$ cat config.mk
export PLATFORM = sky130hd
export DESIGN_NAME = pcs_status_top
export DESIGN_NICKNAME = d
export VERILOG_FILES = /design/src/design/pcs_pkg.sv /design/src/design/pcs_link_track.sv /design/src/design/pcs_status_top.sv
export SDC_FILE = /design/constraint.sdc
export NUM_CORES = 1
export LEC_CHECK = 0
export ABC_AREA = 1
export BUFFER_PORTS_ARGS = -buffer_cell sky130_fd_sc_hd__buf_4
export CORE_AREA = 2 2 117 119
export DETAILED_ROUTE_END_ITERATION = 8
export DIE_AREA = 0 0 119 121
export HOLD_SLACK_MARGIN = 0.02
export PLACE_DENSITY_LB_ADDON = 0.25
export SLEW_MARGIN = 20
export SYNTH_ARGS = -nofsm -noshare
export SYNTH_HDL_FRONTEND = slang
export SYNTH_SLANG_ARGS = --single-unit
$ cat constraint.sdc
create_clock -name CLK -period 3.9 [get_ports CLK]
set_clock_uncertainty 0.2 [all_clocks]
set_input_delay 0 -clock CLK [delete_from_list [all_inputs] [get_ports CLK]]
set_output_delay 0 -clock CLK [all_outputs]
set_load 0.02 [all_outputs]
$ cat src/design/pcs_pkg.sv
// Purpose: Constants shared by the configuration status block.
// Assumes: 50 MHz CLK, APB slave with 32-bit data, byte offsets.
// Notes: Training state codes follow the fixed hexadecimal ordering.
//
// Overview of operation
// - Link-down output is 1 while LinkUp is 0, and 0 while LinkUp is 1.
// - Link-down output reads 0 during reset; real state only after release.
// - LinkUp is 1 in Recovery, L0, L0s, L1 and L2.
// - In Configuration LinkUp keeps 0 after Polling, 1 after Recovery or an active state.
// - Link status: 00 no receivers, 01 training, 10 DL init, 11 DL done.
// - Width output mirrors Link Status width; valid only while status is 11.
// - Speed output from Link Status bits 1:0 as 001, 010 or 100; code 00 reads 000.
// - Payload-limit output mirrors Device Control bits 7:5, 128 to 4096 bytes.
// - Read-request-limit output mirrors Device Control bits 14:12.
// - Function status: four Command bits per physical function, PF1 high.
// - VF status: per VF, low bit enabled, high bit bus master enable.
// - PF power state three bits each: 000, 001 D0 active, 010 D1, 100 D3hot.
// - Training state shown as hex code, 00 Detect.Quiet onward.
package pcs_pkg;
  // Register byte offsets.
  localparam logic [7:0] OFS_DEV_CTRL = 8'h00;
  localparam logic [7:0] OFS_CMD_PF0 = 8'h04;
  localparam logic [7:0] OFS_CMD_PF1 = 8'h08;
  localparam logic [7:0] OFS_VF_CTRL = 8'h0c;
  localparam logic [7:0] OFS_PM_CTRL = 8'h10;
  localparam logic [7:0] OFS_STATUS = 8'h14;

  // Values after reset.
  localparam logic [15:0] DEV_CTRL_RST = 16'h2000;
  localparam logic [15:0] CMD_RST = 16'h0000;
  localparam logic [11:0] VF_CTRL_RST = 12'h000;
  localparam logic [3:0] PM_CTRL_RST = 4'h0;

  // Field positions.
  localparam int MPS_LSB = 5;
  localparam int MRRS_LSB = 12;
  localparam int CMD_IO = 0;
  localparam int CMD_MEM = 1;
  localparam int CMD_BME = 2;
  localparam int CMD_INTX = 10;
  localparam int VF_BME_LSB = 6;
  localparam int LS_WIDTH_LSB = 4;
  localparam int ST_LINK_STAT_LSB = 6;
  localparam int ST_LINK_DOWN = 8;
  localparam int ST_WIDTH_LSB = 9;
  localparam int ST_SPEED_LSB = 13;

  // Counts.
  localparam int NUM_PF = 2;
  localparam int NUM_VF = 6;

  // Power state codes as software writes them.
  localparam logic [1:0] PMCSR_D0 = 2'h0;
  localparam logic [1:0] PMCSR_D1 = 2'h1;
  localparam logic [1:0] PMCSR_D2 = 2'h2;
  localparam logic [1:0] PMCSR_D3 = 2'h3;

  // Reported power state codes.
  localparam logic [2:0] PWR_D0_UNINIT = 3'h0;
  localparam logic [2:0] PWR_D0_ACTIVE = 3'h1;
  localparam logic [2:0] PWR_D1 = 3'h2;
  localparam logic [2:0] PWR_D3_HOT = 3'h4;

  // Speed codes.
  localparam logic [1:0] LS_SPEED_2G5 = 2'h1;
  localparam logic [1:0] LS_SPEED_5G = 2'h2;
  localparam logic [1:0] LS_SPEED_8G = 2'h3;
  localparam logic [2:0] SPD_2G5 = 3'h1;
  localparam logic [2:0] SPD_5G = 3'h2;
  localparam logic [2:0] SPD_8G = 3'h4;
  localparam logic [2:0] SPD_NONE = 3'h0;

  // Link status codes.
  localparam logic [1:0] LST_NO_RX = 2'h0;
  localparam logic [1:0] LST_TRAIN = 2'h1;
  localparam logic [1:0] LST_DL_INIT = 2'h2;
  localparam logic [1:0] LST_DL_DONE = 2'h3;

  // Training state codes.
  localparam logic [5:0] LT_DETECT_QUIET = 6'h00;
  localparam logic [5:0] LT_DETECT_ACTIVE = 6'h01;
  localparam logic [5:0] LT_POLL_FIRST = 6'h02;
  localparam logic [5:0] LT_POLL_LAST = 6'h04;
  localparam logic [5:0] LT_CFG_FIRST = 6'h05;
  localparam logic [5:0] LT_CFG_LAST = 6'h0a;
  localparam logic [5:0] LT_RCV_FIRST = 6'h0b;
  localparam logic [5:0] LT_RCV_LAST = 6'h0d;
  localparam logic [5:0] LT_L0 = 6'h10;
  localparam logic [5:0] LT_L0S = 6'h11;
  localparam logic [5:0] LT_L1 = 6'h12;
  localparam logic [5:0] LT_L2 = 6'h13;
endpackage

$ cat src/design/pcs_link_track.sv
// Purpose: Derives LinkUp and the two-bit link status from training state.
// Assumes: Training state code and DL-up flag are synchronous to CLK.
// Notes: Outputs are registered one cycle after the inputs.
`timescale 1ns/1ps
module pcs_link_track (
  // Clock and reset.
  input wire logic clk,
  input wire logic rst,
  // Link state in.
  input wire logic [5:0] ltssm,
  input wire logic dl_up,
  // Derived state out.
  output logic link_up_r,
  output logic [1:0] link_stat_r
);
  logic is_detect;
  logic is_cfg;
  logic is_active;
  logic link_up_nxt;
  logic [1:0] link_stat_nxt;

  always_comb begin
    is_detect = (ltssm == pcs_pkg::LT_DETECT_QUIET) ||
                (ltssm == pcs_pkg::LT_DETECT_ACTIVE);
    is_cfg = (ltssm >= pcs_pkg::LT_CFG_FIRST) &&
             (ltssm <= pcs_pkg::LT_CFG_LAST);
    is_active = ((ltssm >= pcs_pkg::LT_RCV_FIRST) &&
                 (ltssm <= pcs_pkg::LT_RCV_LAST)) ||
                (ltssm == pcs_pkg::LT_L0) || (ltssm == pcs_pkg::LT_L0S) ||
                (ltssm == pcs_pkg::LT_L1) || (ltssm == pcs_pkg::LT_L2);
  end

  // Configuration keeps the value it was entered with: 0 after Polling,
  // 1 after Recovery or an active state.
  always_comb begin
    if (is_active) begin
      link_up_nxt = 1'b1;
    end else if (is_cfg) begin
      link_up_nxt = link_up_r;
    end else begin
      link_up_nxt = 1'b0;
    end
  end

  always_comb begin
    if (is_detect) begin
      link_stat_nxt = pcs_pkg::LST_NO_RX;
    end else if (!link_up_nxt) begin
      link_stat_nxt = pcs_pkg::LST_TRAIN;
    end else if (!dl_up) begin
      link_stat_nxt = pcs_pkg::LST_DL_INIT;
    end else begin
      link_stat_nxt = pcs_pkg::LST_DL_DONE;
    end
  end

  always_ff @(posedge clk or posedge rst) begin
    if (rst) begin
      link_up_r <= 1'b0;
      link_stat_r <= pcs_pkg::LST_NO_RX;
    end else begin
      link_up_r <= link_up_nxt;
      link_stat_r <= link_stat_nxt;
    end
  end
endmodule

$ cat src/design/pcs_status_top.sv
// Purpose: Configuration status outputs with an APB register file.
// Assumes: Training state, DL-up and Link Status inputs synchronous to CLK.
// Notes: Every status output is a flop, one cycle behind its source; link-down and link status are two cycles behind the inputs.
//
// Design decisions made here: the APB slave port and the address map.
`timescale 1ns/1ps
module pcs_status_top (
  // Clock and reset.
  input wire logic CLK,
  input wire logic RST,
  // APB slave.
  input wire logic PSEL,
  input wire logic PENABLE,
  input wire logic PWRITE,
  input wire logic [7:0] PADDR,
  input wire logic [31:0] PWDATA,
  input wire logic [3:0] PSTRB,
  output logic [31:0] PRDATA,
  output logic PREADY,
  output logic PSLVERR,
  // Physical layer inputs.
  input wire logic [5:0] LTSSM_STATE,
  input wire logic DL_UP,
  input wire logic [15:0] LINK_STAT_IN,
  // Status outputs.
  output logic PHY_LINK_DOWN,
  output logic [1:0] PHY_LINK_STATUS,
  output logic [3:0] NEGOTIATED_WIDTH,
  output logic [2:0] CURRENT_SPEED,
  output logic [2:0] MAX_PAYLOAD,
  output logic [2:0] MAX_READ_REQ,
  output logic [7:0] FUNCTION_STATUS,
  output logic [11:0] VF_ENABLE_BITS,
  output logic [5:0] FUNCTION_POWER_STATE,
  output logic [5:0] LTSSM_CODE
);
  ////////////////////////////////////////////////////////////////////////////
  logic [15:0] dev_ctrl_r;
  logic [15:0] cmd_r [pcs_pkg::NUM_PF];
  logic [11:0] vf_ctrl_r;
  logic [3:0] pm_ctrl_r;
  logic link_up;
  logic [1:0] link_stat;
  logic [31:0] status_word;
  logic [31:0] rd_nxt;
  logic hit;
  logic wr_en;
  logic [31:0] wr_merged;
  logic [2:0] speed_nxt;

  function automatic logic [31:0] merge(input logic [31:0] old,
                                        input logic [31:0] wd,
                                        input logic [3:0] be);
    logic [31:0] res;
    res = old;
    for (int i = 0; i < 4; i++) begin
      if (be[i]) begin
        res[i*8 +: 8] = wd[i*8 +: 8];
      end
    end
    return res;
  endfunction

  ////////////////////////////////////////////////////////////////////////////
  pcs_link_track u_track (
    .clk(CLK),
    .rst(RST),
    .ltssm(LTSSM_STATE),
    .dl_up(DL_UP),
    .link_up_r(link_up),
    .link_stat_r(link_stat)
  );

  ////////////////////////////////////////////////////////////////////////////
  // APB decode. The slave answers one cycle into the access phase at most.
  always_comb begin
    hit = 1'b1;
    rd_nxt = 32'h0000_0000;
    unique case (PADDR)
      pcs_pkg::OFS_DEV_CTRL: rd_nxt = {16'h0000, dev_ctrl_r};
      pcs_pkg::OFS_CMD_PF0: rd_nxt = {16'h0000, cmd_r[0]};
      pcs_pkg::OFS_CMD_PF1: rd_nxt = {16'h0000, cmd_r[1]};
      pcs_pkg::OFS_VF_CTRL: rd_nxt = {20'h0_0000, vf_ctrl_r};
      pcs_pkg::OFS_PM_CTRL: rd_nxt = {28'h000_0000, pm_ctrl_r};
      pcs_pkg::OFS_STATUS: rd_nxt = status_word;
      default: hit = 1'b0;
    endcase
  end

  assign wr_en = PSEL && PENABLE && PREADY && PWRITE && hit;

  always_comb begin
    wr_merged = merge(rd_nxt, PWDATA, PSTRB);
  end

  // Ready rises for exactly the one access cycle after each setup cycle.
  always_ff @(posedge CLK or posedge RST) begin
    if (RST) begin
      PREADY <= 1'b0;
    end else begin
      PREADY <= PSEL && !PENABLE && !PREADY;
    end
  end

  // Read data is captured in the setup cycle and held until the next one.
  always_ff @(posedge CLK or posedge RST) begin
    if (RST) begin
      PRDATA <= 32'h0000_0000;
    end else if (PSEL && !PENABLE) begin
      PRDATA <= PWRITE ? 32'h0000_0000 : rd_nxt;
    end
  end

  always_ff @(posedge CLK or posedge RST) begin
    if (RST) begin
      PSLVERR <= 1'b0;
    end else if (PSEL && !PENABLE) begin
      PSLVERR <= !hit;
    end
  end

  ////////////////////////////////////////////////////////////////////////////
  // Software-written configuration registers.
  always_ff @(posedge CLK or posedge RST) begin
    if (RST) begin
      dev_ctrl_r <= pcs_pkg::DEV_CTRL_RST;
    end else if (wr_en && PADDR == pcs_pkg::OFS_DEV_CTRL) begin
      dev_ctrl_r <= wr_merged[15:0];
    end
  end

  always_ff @(posedge CLK or posedge RST) begin
    if (RST) begin
      cmd_r[0] <= pcs_pkg::CMD_RST;
    end else if (wr_en && PADDR == pcs_pkg::OFS_CMD_PF0) begin
      cmd_r[0] <= wr_merged[15:0];
    end
  end

  always_ff @(posedge CLK or posedge RST) begin
    if (RST) begin
      cmd_r[1] <= pcs_pkg::CMD_RST;
    end else if (wr_en && PADDR == pcs_pkg::OFS_CMD_PF1) begin
      cmd_r[1] <= wr_merged[15:0];
    end
  end

  always_ff @(posedge CLK or posedge RST) begin
    if (RST) begin
      vf_ctrl_r <= pcs_pkg::VF_CTRL_RST;
    end else if (wr_en && PADDR == pcs_pkg::OFS_VF_CTRL) begin
      vf_ctrl_r <= wr_merged[11:0];
    end
  end

  // Writes requesting D2 are not supported and leave that field unchanged.
  genvar p;
  generate
    for (p = 0; p < pcs_pkg::NUM_PF; p++) begin : g_pm
      always_ff @(posedge CLK or posedge RST) begin
        if (RST) begin
          pm_ctrl_r[p*2 +: 2] <= pcs_pkg::PM_CTRL_RST[p*2 +: 2];
        end else if (wr_en && PADDR == pcs_pkg::OFS_PM_CTRL &&
                     wr_merged[p*2 +: 2] != pcs_pkg::PMCSR_D2) begin
          pm_ctrl_r[p*2 +: 2] <= wr_merged[p*2 +: 2];
        end
      end

      always_ff @(posedge CLK or posedge RST) begin
        if (RST) begin
          FUNCTION_STATUS[p*4 +: 4] <= 4'h0;
        end else begin
          FUNCTION_STATUS[p*4 +: 4] <= {cmd_r[p][pcs_pkg::CMD_INTX],
                                        cmd_r[p][pcs_pkg::CMD_BME],
                                        cmd_r[p][pcs_pkg::CMD_MEM],
                                        cmd_r[p][pcs_pkg::CMD_IO]};
        end
      end

      // D0 reads as active only once software has enabled a decode space.
      always_ff @(posedge CLK or posedge RST) begin
        if (RST) begin
          FUNCTION_POWER_STATE[p*3 +: 3] <= pcs_pkg::PWR_D0_UNINIT;
        end else begin
          unique case (pm_ctrl_r[p*2 +: 2])
            pcs_pkg::PMCSR_D0: begin
              FUNCTION_POWER_STATE[p*3 +: 3] <=
                (cmd_r[p][pcs_pkg::CMD_IO] || cmd_r[p][pcs_pkg::CMD_MEM]) ?
                pcs_pkg::PWR_D0_ACTIVE : pcs_pkg::PWR_D0_UNINIT;
            end
            pcs_pkg::PMCSR_D1: begin
              FUNCTION_POWER_STATE[p*3 +: 3] <= pcs_pkg::PWR_D1;
            end
            pcs_pkg::PMCSR_D3: begin
              FUNCTION_POWER_STATE[p*3 +: 3] <= pcs_pkg::PWR_D3_HOT;
            end
            default: begin
              FUNCTION_POWER_STATE[p*3 +: 3] <= pcs_pkg::PWR_D0_UNINIT;
            end
          endcase
        end
      end
    end
  endgenerate

  ////////////////////////////////////////////////////////////////////////////
  // Virtual function status pairs.
  genvar v;
  generate
    for (v = 0; v < pcs_pkg::NUM_VF; v++) begin : g_vf
      always_ff @(posedge CLK or posedge RST) begin
        if (RST) begin
          VF_ENABLE_BITS[v*2 +: 2] <= 2'h0;
        end else begin
          VF_ENABLE_BITS[v*2 +: 2] <=
            {vf_ctrl_r[pcs_pkg::VF_BME_LSB + v], vf_ctrl_r[v]};
        end
      end
    end
  endgenerate

  ////////////////////////////////////////////////////////////////////////////
  // Link state outputs.
  always_comb begin
    unique case (LINK_STAT_IN[1:0])
      pcs_pkg::LS_SPEED_2G5: speed_nxt = pcs_pkg::SPD_2G5;
      pcs_pkg::LS_SPEED_5G: speed_nxt = pcs_pkg::SPD_5G;
      pcs_pkg::LS_SPEED_8G: speed_nxt = pcs_pkg::SPD_8G;
      default: speed_nxt = pcs_pkg::SPD_NONE;
    endcase
  end

  // Link-down is 0 in reset, then follows LinkUp inverted.
  // These sit one flop behind the tracker, two cycles behind the inputs.
  always_ff @(posedge CLK or posedge RST) begin
    if (RST) begin
      PHY_LINK_DOWN <= 1'b0;
    end else begin
      PHY_LINK_DOWN <= !link_up;
    end
  end

  always_ff @(posedge CLK or posedge RST) begin
    if (RST) begin
      PHY_LINK_STATUS <= pcs_pkg::LST_NO_RX;
    end else begin
      PHY_LINK_STATUS <= link_stat;
    end
  end

  always_ff @(posedge CLK or posedge RST) begin
    if (RST) begin
      LTSSM_CODE <= pcs_pkg::LT_DETECT_QUIET;
    end else begin
      LTSSM_CODE <= LTSSM_STATE;
    end
  end

  // Width is only meaningful to the user while link status reads 11.
  always_ff @(posedge CLK or posedge RST) begin
    if (RST) begin
      NEGOTIATED_WIDTH <= 4'h0;
    end else begin
      NEGOTIATED_WIDTH <= LINK_STAT_IN[pcs_pkg::LS_WIDTH_LSB +: 4];
    end
  end

  // An unknown speed field reads as zero rather than a false speed.
  always_ff @(posedge CLK or posedge RST) begin
    if (RST) begin
      CURRENT_SPEED <= pcs_pkg::SPD_NONE;
    end else begin
      CURRENT_SPEED <= speed_nxt;
    end
  end

  // Limits the user logic must respect on transmit and read requests.
  always_ff @(posedge CLK or posedge RST) begin
    if (RST) begin
      MAX_PAYLOAD <= pcs_pkg::DEV_CTRL_RST[pcs_pkg::MPS_LSB +: 3];
    end else begin
      MAX_PAYLOAD <= dev_ctrl_r[pcs_pkg::MPS_LSB +: 3];
    end
  end

  always_ff @(posedge CLK or posedge RST) begin
    if (RST) begin
      MAX_READ_REQ <= pcs_pkg::DEV_CTRL_RST[pcs_pkg::MRRS_LSB +: 3];
    end else begin
      MAX_READ_REQ <= dev_ctrl_r[pcs_pkg::MRRS_LSB +: 3];
    end
  end

  ////////////////////////////////////////////////////////////////////////////
  // Read-only status word.
  always_comb begin
    status_word = 32'h0000_0000;
    status_word[5:0] = LTSSM_CODE;
    status_word[pcs_pkg::ST_LINK_STAT_LSB +: 2] = PHY_LINK_STATUS;
    status_word[pcs_pkg::ST_LINK_DOWN] = PHY_LINK_DOWN;
    status_word[pcs_pkg::ST_WIDTH_LSB +: 4] = NEGOTIATED_WIDTH;
    status_word[pcs_pkg::ST_SPEED_LSB +: 3] = CURRENT_SPEED;
  end
endmodule

==> key figures <==
Cells and area
  – Layout cell share with drive strength beyond 1: between 20% and 30%
  – Fill count: about 1,100
  – Post-Layout Cell Count: 1,011
  – Area Growth Syn to Fin: 32.9%
  – Final Core Density: about three fifths
  – Reg area: approximately 3300 µm²
  – Post-layout nets: a little under 900
  – Multi-input logic area: approximately 2100 µm²
  – Diodes inserted: 0

Drt
  – Residual DRC: 0
  – DRT antenna net count: 0
  – Initial DRT Pass Iterations: 5
  – Vias/cell: between 4 and 5
  – Wire length per cell: ~15 µm
  – Iter 0 DRT Violations: around 360
  – Final WL: between 15,000 and 20,000 µm
  – Vias: approximately 5,000

Synth
  – Ys async rst share: 100%
  – Synth warnings: 0
  – Top-count cell post-synth: nand2_1
  – Top cell types by occurrence after synthesis: nand2_1, dfrtp_1, nand3_1
  – Register bit total from synthesis: about 130
  – Synthesized cell area: 5830 µm²
  – Cell variety after synth: 32
  – Cells after Synth: 664
  – Post-synth EDFFs: 0
  – Synth area leaders: dfrtp_1, nand2_1, nand3_1
  – Sequential share of the synthesized area: ~57%
  – Synth top area share: between 50% and 60%
  – Mapped Avg Cell Area: 8.78 µm²
  – Primary FF master, synth: dfrtp_1
  – Cell taking the most area after synthesis: dfrtp_1

Floorplan
  – Core box area: about 13,000 µm²
  – DIE HEIGHT: about 120 µm
  – I/O pins: about 150
  – Std cell rows: 42
  – Die Width: roughly 120 µm
  – Die footprint: 14,400 µm²
  – Initial Util: roughly 45%

Timing
  – Worst-Margin Slew: 0.889 ns
  – RSZ-0062 raised after global routing: no
  – Max Freq: between 300 and 400 MHz
  – Final hold violation count: 0
  – Max-slew violations: 0
  – Final Cycle Share: between 80% and 90%
  – Final worst slack: around 0.76 ns
  – Hold WS: about 0.035 ns
  – Final setup fails: 0
  – Final min period: around 3.1 ns
  – Slew HR: 40.7%
  – Total Neg Setup Slack: 0 ns

Clock network
  – Clock transition at the registers of the reported paths: ~0.05 ns
  – CTS Buf Count: 17
  – CTS tree: built
  – Postcts setup bufs: 0
  – CTS sink count: 133
  – Worst-Skew Late Latency: about 0.42 ns
  – H-tree depth: 4
  – Root Buffer: clkbuf_16
  – CTS Buffer Depth: 2

Critical path
  – Setup crit end kind: flip-flop
  – Critical Path RT: around 4.1 ns
  – CP arrival: approximately 3.3 ns
  – CP Launch Type: input port
  – Critical path class: in2reg
  – CP Max Fanout: 16

Status
  – Status: completed

Global routing
  – Gr usage total: roughly 23%
  – Initial antenna violation count: 0
  – First-pass GRT wire length: between 20,000 and 30,000 µm
  – Pin count of the biggest net entering global routing: 73
  – Vias in the first global route: between 5,000 and 6,000
  – Total gr overflow: 0

Place
  – IO Port Bufs: roughly 110
  – # placed instances: 934
  – Pre-CTS setup slack: roughly 1.7 ns
  – Final HPWL DP: 10,000 µm
  – Global placement routability congestion: about 0.84

Worst hold path
  – Tightest Hold Check Type: in2reg

Run
  – # Max-Cap Violations: 0

Pwr
  – Pwr per Cell Area: just over 400 nW/µm²
  – Max IR drop VDD: approximately 0.00024 V
  – Leak pwr: about 4.1 nW
[path summary, 6_finish.rpt]
check | endpoint | start | slack, ns | cells after the start
worst max-delay path | pm_ctrl_r[2] | PADDR[1] | 0.76 | 13
max in group asynchronous | vf_ctrl_r[7] | RST | 2.37 | 4
worst max register to register | pm_ctrl_r[2] | pm_ctrl_r[2] | 1.45 | 8
worst min register to register | PHY_LINK_STATUS[0] | u_track.link_stat_r[0] | 0.15 | 0
worst min-delay path | cmd_r[15] | PSTRB[1] | 0.03 | 5
min in group asynchronous | LTSSM_CODE[4] | RST | 0.14 | 3
[per-stage QoR]
step / power (W) / cell area [µm²]
2_1_floorplan: 0.00154 / 5890
3_3_place_gp: 0.00161 / 6720
3_5_place_dp: 0.00161 / 6720
4_1_cts: 0.00319 / 7750
5_1_grt: 0.00328 / 7750
6_report: 0.00317 / 7750
[sequential cells by signal, indices dropped and copies added, names as in the netlist, 2 cells and up]
| register | cells |
|---|---|
| MAX_READ_REQ | 3 |
| dev_ctrl_r | 16 |
| cmd_r | 32 |
| NEGOTIATED_WIDTH | 4 |
| MAX_PAYLOAD | 3 |
| FUNCTION_STATUS | 8 |
| pm_ctrl_r | 4 |
| PRDATA | 16 |
| CURRENT_SPEED | 3 |
| vf_ctrl_r | 12 |
| VF_ENABLE_BITS | 12 |
| FUNCTION_POWER_STATE | 6 |
| PHY_LINK_STATUS | 2 |
| LTSSM_CODE | 6 |
| u_track.link_stat_r | 2 |
[critical path, stage by stage]
cell and delay [ns]:
dlygate4sd3_1 0.53, buf_4 0.14, nor2_1 0.15, nand3_1 0.11, nor2_2 0.68, nand2_1 0.10, nand2_1 0.13, inv_1 0.05
nand3_1 0.12, nand3_1 0.10, dlygate4sd3_1 0.59, nand2_1 0.07, dlygate4sd3_1 0.53
[layout by cell type, fill, tap and decap left out]
cell type,synthesis,final
bufinv_16,0,2
dfrtp_1,131,131
clkinvlp_4,0,1
o21ai_1,18,18
nor2_2,4,4
nand2_1,225,225
nand3_1,67,67
inv_2,9,9
nor2_8,3,3
inv_1,53,52
dfstp_2,2,2
or2_2,17,17
clkinv_4,0,1
clkinv_2,0,5
o211ai_1,1,1
nand2_8,1,1
nor2_4,3,3
buf_4,19,111
nand2_4,3,3
nor3_1,15,15
nand4_1,1,1
clkbuf_8,0,3
a211oi_1,1,1
dlygate4sd3_1,0,45
clkbuf_16,0,17
o21ai_2,4,4
nand3b_1,2,2
o211ai_4,1,1
o21ai_0,18,18
clkbuf_1,3,3
a21oi_1,2,2
conb_1,1,16
nand2_2,6,6
nor2_1,37,37
o22ai_1,6,6
inv_4,1,2
[report_power, final]
part / total (W) / internal (W) / switching (W)
clock: 0.00155 / 0.000986 / 0.000568
sequential: 0.00140 / 0.00139 / 0.00000952
combinational: 0.000215 / 0.0000843 / 0.000131
[cells by family after synthesis]
logic type	share of synthesized area, %
AO/OA/AOI/OAI	5.13
AND/OR/NAND/NOR	29.7
buffers and inverters	7.98
other	0.0643
flip-flops	57.1
[layout make-up]
| class | count | area share (%) |
|---|---|---|
| tap | 176 | 2.84 |
| clock buffer | 23 | 6.17 |
| sequential | 133 | 43.0 |
| timing repair buffer | 156 | 16.6 |
| clock inverter | 9 | 1.31 |
| multi-input combinational | 451 | 27.0 |
| inverter | 63 | 3.12 |
[metal layers]
metal | up-vias | track usage (%) | share of wire, %
met5 | - | 0 | 0
met4 | 0 | 9.38 | 2.4
met3 | 25 | 5.55 | 6.5
met2 | 197 | 38.0 | 49
met1 | 2390 | 29.3 | 42
li1 | 2387 | - | -
[what timing repair did]
item,CTS,global route
gates resized for setup,0,0
hold buffers,45,0
endpoints found under the hold margin,151,0
Note: power is estimated with default switching activity, not from simulation.
